File: src/shared/rupl_pkg.sv
// Constants and types shared by the remote update page loader.
`default_nettype none
package rupl_pkg;
    localparam int STATUS_W = 5;
    localparam int WDOG_W = 12;
    localparam int PAGE_W = 3;
    localparam int MODE_W = 2;
    // Shift chain: page, watchdog enable, watchdog value, status, current image.
    localparam int CHAIN_W = PAGE_W + 1 + WDOG_W + STATUS_W + 1;
    localparam int POS_APP = 0;
    localparam int POS_STATUS = 1;
    localparam int POS_WDOG = POS_STATUS + STATUS_W;
    localparam int POS_WDEN = POS_WDOG + WDOG_W;
    localparam int POS_PAGE = POS_WDEN + 1;
    localparam logic [PAGE_W-1:0] PAGE_FACTORY = 3'h0;
    localparam logic [PAGE_W-1:0] PAGE_LOCAL_APP = 3'h1;
    localparam logic [STATUS_W-1:0] STATUS_RESET = 5'h00;
    localparam logic [WDOG_W-1:0] WDOG_RESET = 12'h000;
    localparam int ST_CRC = 0;
    localparam int ST_NSTATUS = 1;
    localparam int ST_CORE = 2;
    localparam int ST_EXTREQ = 3;
    localparam int ST_WDOG = 4;
    // Each watchdog value unit counts this many clock cycles.
    localparam int WDOG_TICK_CYC = 16;
    localparam logic [7:0] TICK_RESET = 8'h00;

    typedef enum logic [MODE_W-1:0] {
        RUPL_LOAD = 2'b00,
        RUPL_USER = 2'b01,
        RUPL_FAULT = 2'b10
    } rupl_state_t;
endpackage : rupl_pkg
`default_nettype wire

File: src/verilog/rupl_sync.sv
// Two flip-flop synchroniser for one level from outside the clock domain.
`default_nettype none
module rupl_sync (
    // Clock and reset
    input wire logic clk,
    input wire logic resetn,
    // Level in and out
    input wire logic d,
    output logic q
);
    logic meta_r;
    always_ff @(posedge clk or negedge resetn)
    begin
        if (!resetn)
        begin
            meta_r <= 1'b0;
            q <= 1'b0;
        end
        else
        begin
            meta_r <= d;
            q <= meta_r;
        end
    end
endmodule : rupl_sync
`default_nettype wire

File: src/verilog/rupl_wdog.sv
// User watchdog counter with clear and timeout pulse.
`default_nettype none
module rupl_wdog
    import rupl_pkg::*;
#(
    parameter int TICK = WDOG_TICK_CYC
) (
    // Clock and reset
    input wire logic clk,
    input wire logic resetn,
    // Control
    input wire logic run,
    input wire logic clear,
    input wire logic [rupl_pkg::WDOG_W-1:0] limit,
    // Timeout
    output logic expired
);
    import rupl_pkg::*;
    logic [7:0] tick_r, tick_nxt;
    logic [WDOG_W-1:0] cnt_r, cnt_nxt;
    logic exp_nxt;
    always_comb
    begin
        tick_nxt = tick_r;
        cnt_nxt = cnt_r;
        exp_nxt = 1'b0;
        if (!run || clear)
        begin
            tick_nxt = TICK_RESET;
            cnt_nxt = '0;
        end
        else if (tick_r == 8'(TICK - 1))
        begin
            tick_nxt = TICK_RESET;
            if (cnt_r >= limit)
            begin
                exp_nxt = 1'b1;
                cnt_nxt = '0;
            end
            else
                cnt_nxt = cnt_r + 1'b1;
        end
        else
            tick_nxt = tick_r + 8'h01;
    end
    always_ff @(posedge clk or negedge resetn)
    begin
        if (!resetn)
        begin
            tick_r <= TICK_RESET;
            cnt_r <= WDOG_RESET;
            expired <= 1'b0;
        end
        else
        begin
            tick_r <= tick_nxt;
            cnt_r <= cnt_nxt;
            expired <= exp_nxt;
        end
    end
endmodule : rupl_wdog
`default_nettype wire

File: src/verilog/rupl_top.sv
// Remote update cell: serial shift chain, page selection, watchdog and fallback.
//
// Notes on behaviour
// - All interface operations happen on the rising clock edge.
// - Shift mode moves chain one bit toward the serial output each edge.
// - Capture/update select chooses reading mode status or writing control registers.
// - Holding watchdog clear high keeps the watchdog timer reset.
// - A rising reconfiguration trigger starts a new configuration cycle.
// - Serial output is the last chain stage, refreshed every edge.
// - Page select is three bits naming the page loaded next.
// - Remote mode power-up loads factory page zero.
// - Error-free application load enters user mode.
// - Failed application load or watchdog expiry reloads the factory image.
// - Local mode power-up loads application page one directly.
// - Local mode load error loads factory image automatically.
// - Five-bit status records reconfiguration cause, cleared at power-on.
// - Twelve-bit watchdog value, cleared at power-on, writable only in factory image.
`default_nettype none
module rupl_top
    import rupl_pkg::*;
#(
    parameter int TICK = rupl_pkg::WDOG_TICK_CYC
) (
    // Clock and reset
    input wire logic clk,
    input wire logic resetn,
    // Serial interface from core
    input wire logic shift_or_load_select,
    input wire logic capture_or_update_select,
    input wire logic serial_in_from_core,
    output logic serial_out_to_core,
    // Watchdog and reconfiguration
    input wire logic watchdog_clear,
    input wire logic reconfig_trigger,
    // Mode strap and configuration events
    input wire logic remote_local_select,
    input wire logic load_done,
    input wire logic load_error,
    input wire logic crc_error,
    input wire logic ext_status_error,
    input wire logic core_error,
    // Configuration memory and state
    output logic [rupl_pkg::PAGE_W-1:0] page_select_out,
    output logic app_running,
    output logic user_mode
);
    import rupl_pkg::*;

    ////////////////////////////////////////////////////////////////////////////
    // Pin inputs from other domains pass two flip-flops first.
    logic trig_s, rl_s, done_s, lerr_s, crc_s, nst_s, core_s, wclr_s;
    rupl_sync u_s_trig (.clk(clk), .resetn(resetn), .d(reconfig_trigger), .q(trig_s));
    rupl_sync u_s_rl (.clk(clk), .resetn(resetn), .d(remote_local_select), .q(rl_s));
    rupl_sync u_s_done (.clk(clk), .resetn(resetn), .d(load_done), .q(done_s));
    rupl_sync u_s_lerr (.clk(clk), .resetn(resetn), .d(load_error), .q(lerr_s));
    rupl_sync u_s_crc (.clk(clk), .resetn(resetn), .d(crc_error), .q(crc_s));
    rupl_sync u_s_nst (.clk(clk), .resetn(resetn), .d(ext_status_error), .q(nst_s));
    rupl_sync u_s_core (.clk(clk), .resetn(resetn), .d(core_error), .q(core_s));
    rupl_sync u_s_wclr (.clk(clk), .resetn(resetn), .d(watchdog_clear), .q(wclr_s));

    ////////////////////////////////////////////////////////////////////////////
    // Configuration state.
    rupl_state_t state_r, state_nxt;
    logic [CHAIN_W-1:0] chain_r, chain_nxt;
    logic [PAGE_W-1:0] page_r, page_nxt;
    logic [WDOG_W-1:0] wval_r, wval_nxt;
    logic wden_r, wden_nxt;
    logic [STATUS_W-1:0] status_r, status_nxt;
    logic app_r, app_nxt;
    logic trig_d_r;
    logic strap_done_r;
    logic [1:0] strap_arm_r;
    logic sout_r;
    logic wdog_exp;
    logic trig_rise;
    logic [STATUS_W-1:0] cause_load, cause_user;

    assign trig_rise = trig_s && !trig_d_r;

    ////////////////////////////////////////////////////////////////////////////
    // Fault causes are latched on the edge that leaves LOAD or USER.
    // The watchdog timeout is a single-cycle pulse, so it is already gone in FAULT.
    always_comb
    begin
        cause_load = STATUS_RESET;
        cause_load[ST_CRC] = crc_s;
        cause_load[ST_NSTATUS] = nst_s || lerr_s;
        cause_user = STATUS_RESET;
        cause_user[ST_CORE] = core_s;
        cause_user[ST_WDOG] = wdog_exp;
    end

    rupl_wdog #(.TICK(TICK)) u_wdog (
        .clk(clk),
        .resetn(resetn),
        .run(state_r == RUPL_USER && app_r && wden_r),
        .clear(wclr_s),
        .limit(wval_r),
        .expired(wdog_exp)
    );

    always_comb
    begin
        state_nxt = state_r;
        chain_nxt = chain_r;
        page_nxt = page_r;
        wval_nxt = wval_r;
        wden_nxt = wden_r;
        status_nxt = status_r;
        app_nxt = app_r;
        if (shift_or_load_select)
            chain_nxt = {serial_in_from_core, chain_r[CHAIN_W-1:1]};
        else if (capture_or_update_select)
        begin
            chain_nxt = {page_r, wden_r, wval_r, status_r, app_r};
        end
        else if (!app_r)
        begin
            page_nxt = chain_r[POS_PAGE +: PAGE_W];
            wden_nxt = chain_r[POS_WDEN];
            wval_nxt = chain_r[POS_WDOG +: WDOG_W];
        end
        unique case (state_r)
            RUPL_LOAD:
            begin
                if (lerr_s || crc_s || nst_s)
                begin
                    state_nxt = RUPL_FAULT;
                    status_nxt = cause_load;
                end
                else if (done_s)
                    state_nxt = RUPL_USER;
            end
            RUPL_USER:
            begin
                if (core_s || wdog_exp)
                begin
                    state_nxt = RUPL_FAULT;
                    status_nxt = cause_user;
                end
                else if (trig_rise)
                begin
                    state_nxt = RUPL_LOAD;
                    status_nxt = '0;
                    status_nxt[ST_EXTREQ] = 1'b1;
                    app_nxt = (page_r != PAGE_FACTORY);
                end
            end
            RUPL_FAULT:
            begin
                // error fallback, remote and local
                // Local mode falls back to page zero too, as only that page holds the factory image.
                state_nxt = RUPL_LOAD;
                app_nxt = 1'b0;
                page_nxt = PAGE_FACTORY;
            end
            default:
                state_nxt = RUPL_LOAD;
        endcase
        // The strap synchroniser needs two edges, so the strap is taken on the third.
        if (!strap_done_r && strap_arm_r[1])
        begin
            page_nxt = rl_s ? PAGE_FACTORY : PAGE_LOCAL_APP;
            app_nxt = !rl_s;
        end
    end

    always_ff @(posedge clk or negedge resetn)
    begin
        if (!resetn)
        begin
            state_r <= RUPL_LOAD;
            chain_r <= '0;
            page_r <= PAGE_FACTORY;
            wval_r <= WDOG_RESET;
            wden_r <= 1'b0;
            status_r <= STATUS_RESET;
            app_r <= 1'b0;
            trig_d_r <= 1'b0;
            strap_done_r <= 1'b0;
            strap_arm_r <= 2'h0;
            sout_r <= 1'b0;
            page_select_out <= PAGE_FACTORY;
            app_running <= 1'b0;
            user_mode <= 1'b0;
        end
        else
        begin
            state_r <= state_nxt;
            chain_r <= chain_nxt;
            page_r <= page_nxt;
            wval_r <= wval_nxt;
            wden_r <= wden_nxt;
            status_r <= status_nxt;
            app_r <= app_nxt;
            trig_d_r <= trig_s;
            strap_arm_r <= {strap_arm_r[0], 1'b1};
            strap_done_r <= strap_arm_r[1];
            sout_r <= chain_nxt[0];
            page_select_out <= page_nxt;
            app_running <= app_nxt;
            user_mode <= (state_nxt == RUPL_USER);
        end
    end
    assign serial_out_to_core = sout_r;

    ////////////////////////////////////////////////////////////////////////////
    // The page bus is a pin bus; only the checks below read it back, the logic uses page_r.

    a_shift_moves: assert property (@(posedge clk) disable iff (!resetn)
        shift_or_load_select |=> chain_r[CHAIN_W-1] == $past(serial_in_from_core))
        else $error("shift did not take serial input");
    a_out_last_stage: assert property (@(posedge clk) disable iff (!resetn)
        serial_out_to_core == chain_r[0])
        else $error("serial out not last stage");
    a_capture_status: assert property (@(posedge clk) disable iff (!resetn)
        (!shift_or_load_select && capture_or_update_select) |=> chain_r[POS_STATUS +: STATUS_W] == $past(status_r))
        else $error("capture missed status");
    a_wval_factory_only: assert property (@(posedge clk) disable iff (!resetn)
        $past(app_r) && strap_done_r && $past(strap_done_r) |-> $stable(wval_r))
        else $error("watchdog value written in application");
    a_page_bus: assert property (@(posedge clk) disable iff (!resetn)
        strap_done_r && state_r == RUPL_USER && app_r |=> $stable(page_select_out))
        else $error("page bus moved while application ran");
    a_fault_factory: assert property (@(posedge clk) disable iff (!resetn)
        state_r == RUPL_FAULT && strap_done_r |=> !app_r && state_r == RUPL_LOAD)
        else $error("fault did not reload factory");
    a_wdog_status: assert property (@(posedge clk) disable iff (!resetn)
        state_r == RUPL_USER && wdog_exp |=> ##1 status_r[ST_WDOG])
        else $error("watchdog cause not recorded");
    a_trig_reload: assert property (@(posedge clk) disable iff (!resetn)
        state_r == RUPL_USER && trig_rise && !core_s && !wdog_exp |=> state_r == RUPL_LOAD)
        else $error("trigger did not start configuration");
    a_user_entry: assert property (@(posedge clk) disable iff (!resetn)
        state_r == RUPL_LOAD && done_s && !lerr_s && !crc_s && !nst_s |=> state_r == RUPL_USER)
        else $error("clean load did not enter user mode");

    ////////////////////////////////////////////////////////////////////////////
    // Strap, fallback, watchdog and chain checks.
    a_remote_start: assert property (@(posedge clk) disable iff (!resetn)
        $rose(strap_done_r) && rl_s |-> page_select_out == PAGE_FACTORY && !app_running)
        else $error("remote power-up did not select factory page");
    a_local_start: assert property (@(posedge clk) disable iff (!resetn)
        $rose(strap_done_r) && !rl_s |-> page_select_out == PAGE_LOCAL_APP && app_running)
        else $error("local power-up did not select page one");
    a_fault_page: assert property (@(posedge clk) disable iff (!resetn)
        state_r == RUPL_FAULT && strap_done_r |=> page_select_out == PAGE_FACTORY)
        else $error("fault did not point at factory page");
    a_wdog_held: assert property (@(posedge clk) disable iff (!resetn)
        wclr_s |=> !wdog_exp)
        else $error("watchdog expired while cleared");
    a_idle_watchdog: assert property (@(posedge clk) disable iff (!resetn)
        state_r != RUPL_USER |=> !wdog_exp)
        else $error("watchdog expired outside user mode");
    a_load_error: assert property (@(posedge clk) disable iff (!resetn)
        state_r == RUPL_LOAD && lerr_s |=> state_r == RUPL_FAULT && status_r[ST_NSTATUS])
        else $error("load error did not fault");
    a_ext_request: assert property (@(posedge clk) disable iff (!resetn)
        state_r == RUPL_USER && trig_rise && !core_s && !wdog_exp |=> status_r[ST_EXTREQ] && $onehot(status_r))
        else $error("request cause not recorded");
    a_update_refused: assert property (@(posedge clk) disable iff (!resetn)
        !shift_or_load_select && !capture_or_update_select && app_r |=> $stable(wval_r) && $stable(wden_r))
        else $error("application image changed watchdog setup");
    a_update_writes: assert property (@(posedge clk) disable iff (!resetn)
        strap_done_r && state_r != RUPL_FAULT && !shift_or_load_select && !capture_or_update_select && !app_r
        |=> page_r == $past(chain_r[POS_PAGE +: PAGE_W]))
        else $error("update did not load page");
    a_chain_hold: assert property (@(posedge clk) disable iff (!resetn)
        !shift_or_load_select && !capture_or_update_select |=> $stable(chain_r))
        else $error("chain changed during update");
    a_serial_moves: assert property (@(posedge clk) disable iff (!resetn)
        shift_or_load_select |=> serial_out_to_core == $past(chain_r[1]))
        else $error("serial out did not advance");

    c_shift_run: cover property (@(posedge clk) disable iff (!resetn) shift_or_load_select [*8]);
    c_user_mode: cover property (@(posedge clk) disable iff (!resetn) state_r == RUPL_USER);
    c_wdog_fault: cover property (@(posedge clk) disable iff (!resetn) wdog_exp);
    c_load_error: cover property (@(posedge clk) disable iff (!resetn) state_r == RUPL_LOAD && lerr_s);
    c_update: cover property (@(posedge clk) disable iff (!resetn)
        !shift_or_load_select && !capture_or_update_select && !app_r);
endmodule : rupl_top
`default_nettype wire

File: config.mk
export PLATFORM = sky130hd
export DESIGN_NAME = rupl_top
export DESIGN_NICKNAME = d
export VERILOG_FILES = /design/src/shared/rupl_pkg.sv /design/src/verilog/rupl_sync.sv /design/src/verilog/rupl_wdog.sv /design/src/verilog/rupl_top.sv
export SDC_FILE = /design/constraint.sdc
export NUM_CORES = 1
export LEC_CHECK = 0
export ABC_CLOCK_PERIOD_IN_PS = 3350
export BUFFER_PORTS_ARGS = -buffer_cell sky130_fd_sc_hd__clkbuf_2
export CORE_AREA = 5 5 91 102
export CTS_BUF_LIST = sky130_fd_sc_hd__clkbuf_2
export DETAILED_ROUTE_END_ITERATION = 8
export DIE_AREA = 0 0 96 107
export GPL_TIMING_DRIVEN = 0
export HOLD_SLACK_MARGIN = 0.03
export PLACE_DENSITY = 0.64
export SKIP_CTS_REPAIR_TIMING = 1
export SYNTH_ARGS = -nofsm -noshare
export SYNTH_HDL_FRONTEND = slang
export SYNTH_HIERARCHICAL = 1
export SYNTH_SLANG_ARGS = --single-unit
File: constraint.sdc
create_clock -name clk -period 3.35 [get_ports clk]
set_input_delay 0.1675 -clock clk [delete_from_list [all_inputs] [get_ports clk]]
set_output_delay 0.1675 -clock clk [all_outputs]
set_load 0.01 [all_outputs]
==> summary.md <==
| Metric | Value |
|---|---|
| Antenna violations before repair | 0 |
| Clock root buffer | clkbuf_2 |
| Fill count | 727 |
| Die width | 96 µm |
| Setup TNS | 0 ns |
| Worst path top cell family by delay | compound AO/OA/AOI/OAI gates |
| Worst setup SP type | flop |
| Critical Path AT | 2.65 ns |
| Worst EP required | 3.79 ns |
| CTS clk-pin slew, worst paths | 0.24 ns |
| CP peak stage delay | 0.64 ns |
| Vias in the first global route | 2577 |
| Commonest cells after routing, fill and taps aside | 88 x dfrtp_1, 38 x nand2_1, 31 x o21ai_0 |
| Library cells used by synthesis | 41 |
| Finished Cell Area | 0.00443 mm² |
| FP Rows | 35 |
| I/O pins | 19 |
| Max-capacitance violation count | 0 |
| Global-route wire length before repair | 12200 µm |
| Crit path time final | 2.20 ns |
| Reg2reg end | u_wdog/expired |
| Initial Util | 48.4% |
| Power per cell area | 555 mW/mm² |
| Htree depth | 3 |
| Placed Area | 0.00419 mm² |
| RR Startpoint | u_wdog/cnt_r[1] |
| Routed Antenna Nets | 0 |
| TritonCTS Sinks | 88 |
| Slew Limit Headroom | 48.7% |
| Dpl hpwl | 4850 µm |
| Pleak | 2.09 nW |
| Synth Register Bits | 88 |
| Setup crit end kind | flop |
| Final Hold Vio Count | 0 |
| Nets | 415 |
| Ant diodes | 0 |
| GRT Resource Usage Total | 15.2% |
| TritonCTS clock tree | built |
| Post-Route WL | 6890 µm |
| Residual DRC | 0 |
| Avg WL per Cell | 13.8 µm |
| Core area | 0.00815 mm² |
| Final Skew | 0.0397 ns |
| Transition time at the pin with the least slew margin | 0.760 ns |
| CP Capture Point | u_wdog/expired |
| Top FF cell, synth | dfrtp_1 |
| Worst Setup SP | u_wdog/cnt_r[1] |
| CTS Buffer Depth | 2 |
| Peak Freq | 454 MHz |
| Largest net degree at the start of global routing | 59 |
| Area Overhead vs Synth | 12.5% |
| PortBufs | 16 |
| Status | finished, final reports clean |
| Yosys warns | 6 |
| Ordered list of cells on the worst path | ha_1 -> o21ai_0 -> a21oi_1 -> o311ai_0 -> nand2_1 -> and3_1 |
| Syn avg cell area | 11.4 µm² |
| Final setup viols | 0 |
| DIE AREA | 0.0103 mm² |
| Post-Syn Instances | 345 |
| CP Depth | 6 |
| Synthesized cell area | 0.00394 mm² |
| Worst R2R Path Depth | 6 |
| Gpl congestion | 0.740 |
| Worst min-delay path class | in -> reg |
| Placed cells | 473 |
| Async S/R FF share, synth | 100% |
| TritonRoute pass-1 iters | 4 |
| R2R setup slack | 1.15 ns |
| Fin cells | 501 |
| Hold_sp | capture_or_update_select |
| Max-slew violations | 0 |
| Min Hold Slack | 0.0544 ns |
| Num CTS Buffers | 9 |
| Number of synthesized flops with an enable pin | 0 |
| Die Height | 107 µm |
| Max VDD drop | 0.309 mV |
| Initial DRC count | 132 |
| Sequential share of the synthesized area | 55.9% |
| CP bufs+invs | 0 |
| Share of cells above drive strength 1 | 16.7% |
| Crit Path Category | reg -> reg |
| Via Count | 2564 |
| Grt ovf | 0 |
| Clk_lat worst skew | 0.56 ns |
| Commonest non-fill, non-tap cell in the layout | dfrtp_1 |
| Final core occ | 54.4% |
| Worst-path maximum fanout | 6 |
| Slowest cell on crit path | o311ai_0 |
| Period utilization | 65.8% |
| RSZ-0062 raised after global routing | no |
| Syn nets | 375 |
| Average via count per standard cell | 5.12 |
[worst register-to-register path, cell delays in order (launching register included)]
cell and delay, ns:
dfrtp_1 0.50, ha_1 0.29, o21ai_0 0.14, a21oi_1 0.07
o311ai_0 0.64, nand2_1 0.21, and3_1 0.26
[stage by stage]
step | total power [W] | setup WS [ns]
floorplan | 0.00175 | 1.48
CTS | 0.00248 | 1.13
finish | 0.00246 | 1.15
global placement | 0.00189 | 1.09
detailed placement | 0.00192 | 1.18
global route | 0.00265 | 0.844
[flip-flops by register name, indices dropped and copies added, names as in the netlist, 2 cells and up]
signal	cells
status_r	5
strap_arm_r	2
chain_r	22
page_r	3
u_wdog/cnt_r	12
wval_r	12
u_wdog/tick_r	8
state_r	2
[final cells by class]
cell class	count	area [µm²]	share of cell area, %
buffer	12	78.8	1.78
clock buffer	9	45.0	1.02
clock inverter	7	80.1	1.81
inverter	16	60.1	1.35
multi-input combinational	229	1600	36.0
sequential	88	2200	49.7
tap	111	139	3.13
timing repair buffer	29	230	5.19
[cell families after synthesis]
family          share of synthesized area [%]
simple gates                             12.7
flops                                    55.9
compound gates                           8.67
mux                                      10.3
buf+inv                                  3.53
fa+ha+maj                                5.40
xor+xnor                                 3.34
other cells                            0.0952
[Yosys cell counts (2+ instances only)]
master    number  area (µm²)
dfrtp_1       88        2200
nand2_1       38         143
o21ai_0       31         155
nor2_1        27         101
mux2i_1       26         260
ha_1          17         213
inv_1         16        60.1
mux2_2        13         146
xor2_1        11        96.3
a21oi_1        8        40.0
nand3_1        8        40.0
nand4_1        7        43.8
and3_1         6        37.5
clkbuf_1       5        18.8
buf_6          4        45.0
xnor2_1        4        35.0
buf_2          3        15.0
nand2b_1       3        18.8
nor3_1         3        15.0
o22ai_1        3        18.8
a32o_2         2        22.5
and3_2         2        15.0
nor2b_1        2        12.5
[report_power, final]
group | switching (W) | internal [W]
Clock | 0.000381 | 0.000183
Sequential | 0.000128 | 0.00124
Combinational | 0.000287 | 0.000247
[routing by layer]
metal  part of all wire (%)  GRT usage (%)  wire (µm)  vias to the layer above
met5                      0              0          0                        -
met4                    1.9           6.81        134                        0
met3                    2.5           3.09        172                       11
met2                     48           24.0       3340                       28
met1                     47           20.0       3240                     1257
li1                       -              -          -                     1268
[how the worst min path moves through the flow]
stage | end | slack [ns] | depth (start not counted)
final | chain_r[10] | 0.05 | 3
after global routing | chain_r[10] | 0.04 | 3
after CTS | wval_r[10] | -0.51 | 1
after detailed placement | chain_r[16] | 0.17 | 1
after global placement | u_s_rl/meta_r | 0.28 | 1
after floorplan | app_r | -0.13 | 0
(Power assumes the default switching activity.)
